--- src/hdl/cmcd_pkg.sv ---
// Overview of operation
// - Bytes 0F 40 plus a ModR/M byte decode as move when overflow, one clock, flags untouched.
// - Bytes 0F 41 plus a ModR/M byte decode as move when no overflow, one clock, no flags.
// - Bytes 0F 4A plus a ModR/M byte decode as move when parity even, one clock, no flags.
// - Bytes 0F 48 and 0F 49 decode as move when negative and nonnegative, one clock, no flags.
// - 0F B0 and 0F B1 are compare swap by width, any mod (mod 11 flagged as register form), six clocks, flags set.
// - Bytes 0F C7 with reg field 001 decode as eight byte compare swap, one clock, no flags.
package cmcd_pkg;
  localparam logic [7:0] ESCAPE = 8'h0f;
  localparam logic [7:0] OP_OVF = 8'h40;
  localparam logic [7:0] OP_NOVF = 8'h41;
  localparam logic [7:0] OP_NEG = 8'h48;
  localparam logic [7:0] OP_NNEG = 8'h49;
  localparam logic [7:0] OP_PAR = 8'h4a;
  localparam logic [6:0] OP_SWAP_HI = 7'h58;
  localparam logic [7:0] OP_SWAP8 = 8'hc7;
  localparam logic [2:0] SWAP8_REG = 3'h1;
  localparam logic [1:0] MOD_REG = 2'h3;
  localparam int MOD_POS = 6;
  localparam int REG_POS = 3;
  localparam logic [3:0] CYC_MOVE = 4'h1;
  localparam logic [3:0] CYC_SWAP = 4'h6;
  localparam logic [3:0] CYC_SWAP8 = 4'h1;
  localparam int FLAG_OVF = 3;
  localparam int FLAG_SIGN = 2;
  localparam int FLAG_PAR = 1;

  typedef enum {
    OP_NONE, OP_MOVE_WHEN_OVERFLOW, OP_MOVE_WHEN_NO_OVERFLOW, OP_MOVE_WHEN_PARITY_EVEN,
    OP_MOVE_WHEN_NEGATIVE, OP_MOVE_WHEN_NONNEGATIVE, OP_COMPARE_SWAP,
    OP_COMPARE_SWAP_EIGHT_BYTE
  } cmcd_op_e;

  typedef enum {ST_IDLE, ST_ESC, ST_OPC, ST_BUSY} cmcd_state_e;

  typedef struct packed {
    logic valid;
    logic [2:0] op;
    logic wide;
    logic regForm;
    logic [2:0] regField;
    logic [2:0] rmField;
    logic writeDest;
    logic flagsWrite;
  } cmcd_issue_s;

  typedef struct packed {
    cmcd_state_e state;
    logic [7:0] opcode;
    logic [3:0] count;
    cmcd_issue_s issue;
    logic busy;
  } cmcd_state_s;
endpackage

--- src/hdl/cmcd_decode.sv ---
`timescale 1ns/1ps
module cmcd_decode (
  input wire logic clock,
  input wire logic rstn,
  input wire logic byteValid,
  input wire logic [7:0] byteData,
  input wire logic [3:0] flags,
  output logic byteReady,
  output logic issueValid,
  output logic [2:0] issueOp,
  output logic issueWide,
  output logic issueRegForm,
  output logic [2:0] issueReg,
  output logic [2:0] issueRm,
  output logic issueWriteDest,
  output logic issueFlagsWrite,
  output logic done
);
  cmcd_pkg::cmcd_state_s s_q, s_d;
  logic condHold;
  logic known;
  logic [2:0] opSel;
  logic [3:0] cycles;

  // Opcode classification
  always_comb begin
    known = 1'b1;
    opSel = 3'(cmcd_pkg::OP_NONE);
    cycles = cmcd_pkg::CYC_MOVE;
    condHold = 1'b0;
    if (s_q.opcode == cmcd_pkg::OP_OVF) begin
      opSel = 3'(cmcd_pkg::OP_MOVE_WHEN_OVERFLOW);
      condHold = flags[cmcd_pkg::FLAG_OVF];
    end else if (s_q.opcode == cmcd_pkg::OP_NOVF) begin
      opSel = 3'(cmcd_pkg::OP_MOVE_WHEN_NO_OVERFLOW);
      condHold = !flags[cmcd_pkg::FLAG_OVF];
    end else if (s_q.opcode == cmcd_pkg::OP_PAR) begin
      opSel = 3'(cmcd_pkg::OP_MOVE_WHEN_PARITY_EVEN);
      condHold = flags[cmcd_pkg::FLAG_PAR];
    end else if (s_q.opcode == cmcd_pkg::OP_NEG) begin
      opSel = 3'(cmcd_pkg::OP_MOVE_WHEN_NEGATIVE);
      condHold = flags[cmcd_pkg::FLAG_SIGN];
    end else if (s_q.opcode == cmcd_pkg::OP_NNEG) begin
      opSel = 3'(cmcd_pkg::OP_MOVE_WHEN_NONNEGATIVE);
      condHold = !flags[cmcd_pkg::FLAG_SIGN];
    end else if (s_q.opcode[7:1] == cmcd_pkg::OP_SWAP_HI) begin
      opSel = 3'(cmcd_pkg::OP_COMPARE_SWAP);
      cycles = cmcd_pkg::CYC_SWAP;
    end else if (s_q.opcode == cmcd_pkg::OP_SWAP8 &&
                 byteData[cmcd_pkg::REG_POS +: 3] == cmcd_pkg::SWAP8_REG) begin
      opSel = 3'(cmcd_pkg::OP_COMPARE_SWAP_EIGHT_BYTE);
      cycles = cmcd_pkg::CYC_SWAP8;
    end else begin
      known = 1'b0;
    end
  end

  // Sequencer
  always_comb begin
    s_d = s_q;
    s_d.issue.valid = 1'b0;
    case (s_q.state)
      cmcd_pkg::ST_IDLE: begin
        if (byteValid && byteData == cmcd_pkg::ESCAPE) begin
          s_d.state = cmcd_pkg::ST_ESC;
        end
      end
      cmcd_pkg::ST_ESC: begin
        if (byteValid) begin
          s_d.opcode = byteData;
          s_d.state = cmcd_pkg::ST_OPC;
        end
      end
      cmcd_pkg::ST_OPC: begin
        if (byteValid) begin
          if (known) begin
            s_d.issue.valid = 1'b1;
            s_d.issue.op = opSel;
            s_d.issue.wide = s_q.opcode[0];
            s_d.issue.regForm = byteData[cmcd_pkg::MOD_POS +: 2] == cmcd_pkg::MOD_REG;
            s_d.issue.regField = byteData[cmcd_pkg::REG_POS +: 3];
            s_d.issue.rmField = byteData[2:0];
            s_d.issue.writeDest = condHold;
            s_d.issue.flagsWrite = opSel == 3'(cmcd_pkg::OP_COMPARE_SWAP);
            s_d.count = cycles - 4'h1;
            s_d.busy = 1'b1;
            s_d.state = cmcd_pkg::ST_BUSY;
          end else begin
            s_d.state = cmcd_pkg::ST_IDLE;
          end
        end
      end
      default: begin
        if (s_q.count == 4'h0) begin
          s_d.busy = 1'b0;
          s_d.state = cmcd_pkg::ST_IDLE;
        end else begin
          s_d.count = s_q.count - 4'h1;
        end
      end
    endcase
  end

  always_ff @(posedge clock or negedge rstn) begin
    if (!rstn) begin
      s_q <= '0;
    end else begin
      s_q <= s_d;
    end
  end

  assign byteReady = s_q.state != cmcd_pkg::ST_BUSY;
  assign issueValid = s_q.issue.valid;
  assign issueOp = s_q.issue.op;
  assign issueWide = s_q.issue.wide;
  assign issueRegForm = s_q.issue.regForm;
  assign issueReg = s_q.issue.regField;
  assign issueRm = s_q.issue.rmField;
  assign issueWriteDest = s_q.issue.writeDest;
  assign issueFlagsWrite = s_q.issue.flagsWrite;
  assign done = s_q.busy && s_q.count == 4'h0;
endmodule

--- config.mk ---
export PLATFORM = sky130hd
export DESIGN_NAME = cmcd_decode
export DESIGN_NICKNAME = d
export VERILOG_FILES = /design/src/hdl/cmcd_pkg.sv /design/src/hdl/cmcd_decode.sv
export SDC_FILE = /design/constraint.sdc
export NUM_CORES = 1
export LEC_CHECK = 0
export ABC_AREA = 1
export BUFFER_PORTS_ARGS = -buffer_cell sky130_fd_sc_hd__buf_2
export CAP_MARGIN = 20
export CORE_MARGIN = 10
export CORE_UTILIZATION = 28
export CTS_CLUSTER_SIZE = 8
export DETAILED_ROUTE_END_ITERATION = 12
export GPL_TIMING_DRIVEN = 0
export MAX_ROUTING_LAYER = met4
export REMOVE_ABC_BUFFERS = 1
export SYNTH_ARGS = -nofsm -noshare
export SYNTH_HDL_FRONTEND = slang
export SYNTH_SLANG_ARGS = --single-unit
--- constraint.sdc ---
create_clock -name clock -period 4.53 [get_ports clock]
set_input_delay 1.1325 -clock clock [delete_from_list [all_inputs] [get_ports clock]]
set_output_delay 1.1325 -clock clock [all_outputs]
set_load 0.005 [all_outputs]
; ---- Yosys cells after proc, flatten, opt, wreduce, memory -nomap -nowiden
; Index checks and enable logic that the tools add are counted.
[op_classes]
n_shift = 0
n_eq_ne = 19
n_div = 0
magnitude_cmp = 0
bitwise = 1
n_mul = 0
n_reduce_logical = 15
n_mux = 38
add_sub_neg = 2
[op_table]
columns = cell, n
row1 = 2-to-1 mux 32 bit, 3
row2 = one-hot mux 32 bit (3 select lines), 1
row3 = "equality test 8 x 7 -> 1 bit, second input constant", 5
row4 = 2-to-1 mux 40 bit, 1
row5 = 2-to-1 mux 3 bit, 13
row6 = 2-to-1 mux 19 bit, 2
row7 = "equality test 32 x 1 -> 1 bit, second input constant", 1
row8 = "equality test 32 x 2 -> 1 bit, second input constant", 1
row9 = logical NOT 32 bit, 1
row10 = "inequality test 32 x 3 -> 1 bit, second input constant", 1
row11 = 2-to-1 mux 14 bit, 1
row12 = 2-to-1 mux 1 bit, 13
row13 = AND reduction 4 bit, 3
row14 = "equality test 8 x 4 -> 1 bit, second input constant", 1
row15 = "equality test 8 bit, second input constant", 1
row16 = "inequality test 2 bit, second input constant", 4
row17 = one-hot mux 4 bit (2 select lines), 1
row18 = "subtractor 4 x 1 -> 4 bit, second input constant", 2
row19 = "equality test 7 bit, second input constant", 1
row20 = logical NOT 4 bit, 1
row21 = 2-to-1 mux 4 bit, 1
row22 = nonzero test 4 bit, 1
row23 = "equality test 3 x 1 -> 1 bit, second input constant", 1
row24 = "equality test 3 bit, second input constant", 1
row25 = other kinds (11), 14
[totals]
mem_bits_ro = 0
output_inout_bits = 16
in_bits = 15
ramBits = 0
ff_bits = 59
wordCells = 87
latch_bits = 0
mem_count = 0

; ---- Depth between registers and ports, before layout
[logic_depth]
ltp_word = 13
depth_mapped = 12
depth_no_buf = 12

; ---- Worst setup path before layout
; Ideal clock, no wire load.
[synth_timing]
kind = input-to-reg
from = in byteData[4]
to = reg s_q, in the netlist issueWriteDest
path_stages = 11
arrival_ns = 2.040
required_time_ns = 4.407
setup_ns = 0.123
setup_slack_ns = 2.367
path_cell_list = inv_1 -> nand2_1 -> nor2_1 -> nand2_1 -> nand3_1 -> nor2_1 -> nor2_4 -> nand2_4 -> buf_6 -> nand2_1 -> nand2_1
[synth_between]
elab_chain_cells = 10
[synth_rtl]
columns = item, line
row1 = start: declaration, cmcd_decode.sv:6  ; input wire logic [7:0] byteData,
row2 = equality test 3 x 1 -> 1 bit, cmcd_decode.sv:50  ; byteData[cmcd_pkg::REG_POS +: 3] == cmcd_pkg::SWAP8_REG) begin
row3 = logical AND 1 bit, cmcd_decode.sv:49  ; end else if (s_q.opcode == cmcd_pkg::OP_SWAP8 &&
row4 = 2-to-1 mux 1 bit, cmcd_decode.sv:49
row5 = 2-to-1 mux 1 bit, cmcd_decode.sv:46  ; end else if (s_q.opcode[7:1] == cmcd_pkg::OP_SWAP_HI) begin
row6 = 2-to-1 mux 1 bit, cmcd_decode.sv:43  ; end else if (s_q.opcode == cmcd_pkg::OP_NNEG) begin
row7 = 2-to-1 mux 1 bit, cmcd_decode.sv:40  ; end else if (s_q.opcode == cmcd_pkg::OP_NEG) begin
row8 = 2-to-1 mux 1 bit, cmcd_decode.sv:37  ; end else if (s_q.opcode == cmcd_pkg::OP_PAR) begin
row9 = 2-to-1 mux 1 bit, cmcd_decode.sv:34  ; end else if (s_q.opcode == cmcd_pkg::OP_NOVF) begin
row10 = 2-to-1 mux 1 bit, cmcd_decode.sv:31  ; if (s_q.opcode == cmcd_pkg::OP_OVF) begin
row11 = AND reduction 3 bit (no line), --
row12 = end signal: assignment, cmcd_decode.sv:106  ; s_q <= '0;
row13 = end signal: assignment, cmcd_decode.sv:108  ; s_q <= s_d;
row14 = end: declaration, cmcd_decode.sv:19  ; cmcd_pkg::cmcd_state_s s_q, s_d;
; Every way passes these cells.
; A chain may end at the register's enable or synchronous reset.

; ---- Worst setup path in the final report
[layout_timing]
from = reg s_q[15] (netlist name)
to = out done
[layout_between]
elab_chain_cells = 2
[layout_rtl]
columns = item, line
row1 = logical NOT 4 bit, cmcd_decode.sv:121  ; assign done = s_q.busy && s_q.count == 4'h0;
row2 = logical AND 1 bit, cmcd_decode.sv:121
row3 = end: declaration, cmcd_decode.sv:17  ; output logic done
; Every way passes these cells.

==> reports/qor.csv <==
metric,value,unit
fill cell instance count of the final layout,692,
initial antenna violation count,0,
root buffer selected by CTS,clkbuf_8,
post-CTS setup-driven buffer insertion count,0,
Worst Hold Slack,0.474,ns
power density over the cells,617,nW/µm²
DRT iter0 DRCs,93,
critical path start-end classification,register to output pin,
sequential share of power,0.367,
synthesized area per cell,7.84,µm²
global-route wire length before repair,7.03,mm
clock buffers created by TritonCTS,5,
initial cell density of the core,0.286,
number of warnings printed during yosys synthesis,0,
cell-internal power,0.754,mW
worst-case setup slack after placement,2.00,ns
antenna diode count,0,
number of vias per cell,4.46,
die width,100,µm
Worst Clk Skew,0.00837,ns
share of power burned in combinational logic,0.414,
WL met3,94,µm
Setup crit end kind,output pin,
hold-fix buffer count after cts,0,
Post-Route WL,3.77,mm
net switching component of the power,0.516,mW
routability congestion estimate,0.850,
first-pass iteration count of the detailed router,4,
CTS tree,done,
number of synthesized flops with an enable pin,0,
fraction of layout cells with a size suffix above 1,0.249,
I/O pin total,31,
largest net degree at the start of global routing,30,
maximum fanout count along the critical path,4,
Layout Area Growth over Synthesis,14.2,%
placeable core region,6310,µm²
share of synthesized registers carrying an async set or reset,1.00,
fin. max-slew vios,0,
via count of the first global-routing pass,1501,
minimum clock period,2.38,ns
insertion delay of the later-clocked pin in the worst-skew pair,0.28,ns
height of the die,100,µm
fin crit share,0.526,
clock power share,0.219,
Seq cells post-synth,29,
final worst-path setup slack,2.15,ns
DIE AREA,10000,µm²
"CTS clk-pin slew, worst paths",0.06,ns
estimated wirelength of the detail-placed design,2.96,mm
final count of negative-setup-slack endpoints,0,
Tightest Pin Transition,0.649,ns
antenna-violating nets left,0,
Cell variety after synth,29,
top layer used by detailed routing,met4,
dominant register cell in the synthesized netlist,dfrtp_1,
Achievable Freq,420,MHz
Max Cap Violations,0,
CTS HTree Levels,2,
number of rows in the core area,29,
Num Clock Sinks,29,
quantity of I/O buffers inserted on ports,29,
Design Power,1.27,mW
run status,completed,
instance area after placement,1940,µm²
Post-Syn Instances,230,
sequential fraction of the synthesis area,0.402,
number of hold-slack violations in the final timing report,0,
Critical Path RT,3.40,ns
drt drc,0,
Leak Pwr,1.10,nW
Netlist Area Pre-Place,1800,µm²
Routed met1 length,1.88,mm
startpoint type of the worst setup path,register,
data arrival time of the worst path,1.25,ns
global route overflow,0,
Final #Nets,276,
count of non-filler cells in the finished layout,330,
Finished Core Util,0.326,
number of instances in the placed design,322,
maximum root-to-sink buffer count,2,
path type of the worst min-delay path,register to register,
total routing usage reported by global routing,0.0866,
"Gates resized, CTS repair",0,
VDD IR-drop max,0.276,mV
setup repair after global routing missed its margin,false,
mean routed wirelength per cell,11.4,µm
total via count after detailed routing,1471,
met2 routed WL,1.74,mm
headroom to the max-slew limit,0.567,
switching portion of total power,0.406,
setup total negative slack,0,ns
fin area,2060,µm²
## synth_stat cells (2+ instances only)
master	number	area, µm²
nand3_1	8	40.0
o21ai_0	14	70.1
nor2_1	15	56.3
o21ai_1	4	20.0
inv_1	24	90.1
a21oi_1	4	20.0
buf_6	2	22.5
nand2_2	2	12.5
nand4_1	9	56.3
o21ai_2	10	87.6
nand2_1	66	248
nor2_4	4	45.0
buf_4	9	67.6
clkbuf_1	2	7.51
inv_2	5	18.8
nor2_2	3	18.8
dfrtp_1	29	726
ha_1	9	113
## kinds of logic (layout without fill, tap and decap cells)
group | after synthesis | in the layout | share of synthesized area
and+or+nand+nor | 113 | 113 | 0.291
buffers and inverters | 43 | 66 | 0.117
AOI/OAI and AO/OA | 35 | 35 | 0.121
DFF | 29 | 29 | 0.403
adders and majority gates | 9 | 9 | 0.0625
xor gates and xnor gates | 1 | 1 | 0.00486
## critical path: stages (launching register included)
cell,delay [ns]
dfrtp_1,0.39
inv_1,0.07
ha_1,0.20
and3_1,0.18
buf_2,0.12
## power by group through the flow
stage / clock network [mW] / registers [mW] / logic, mW
floorplan: 0 / 0.462 / 0.385
global placement: 0 / 0.469 / 0.526
detailed placement: 0 / 0.471 / 0.535
CTS: 0.285 / 0.467 / 0.536
global route: 0.303 / 0.486 / 0.631
finish: 0.278 / 0.467 / 0.526
## path summary, 6_finish.rpt
path	cells past startpoint	from	end	slack, ns
max	4	s_q[15]	done	2.15
min	2	issueReg[0]	issueReg[0]	0.47
max reg2reg	9	s_q[27]	s_q[27]	2.55
min reg2reg	2	issueReg[0]	issueReg[0]	0.47
max in group asynchronous	1	rstn	s_q[28]	3.23
min in group asynchronous	1	rstn	s_q[20]	0.87
## layout by cell type, fill, tap and decap left out, types with 4 or more instances in the layout
cell type  count
a21oi_1        4
buf_2         29
clkbuf_8       6
dfrtp_1       29
ha_1           9
inv_1         24
inv_2          5
nand2_1       66
nand3_1        8
nand4_1        9
nor2_1        15
nor2_4         4
o21ai_0       14
o21ai_1        4
o21ai_2       10
## layer usage
layer,up-vias,global-route usage
met5,-,-
met4,0,0.0293
met3,6,0.0227
met2,26,0.133
met1,672,0.108
li1,767,-
## area by class of cell
class                   instances  area (µm²)  share of cell area
clock inverters                 1        30.0              0.0146
flip-flops and latches         29         726               0.353
well taps                      77        96.3              0.0468
multi-input cells             158         866               0.421
clock buffers                   7        86.3              0.0419
inverters                      29         109              0.0529
repair buffers                 29         145              0.0705
## sequential cells by signal (all words and copies together) (netlist names)
name             cells
issueWide            1
issueValid           1
s_q                 15
issueRegForm         1
issueReg             3
issueWriteDest       1
issueOp              3
issueFlagsWrite      1
issueRm              3
Note: power is estimated with default switching activity, not from simulation.
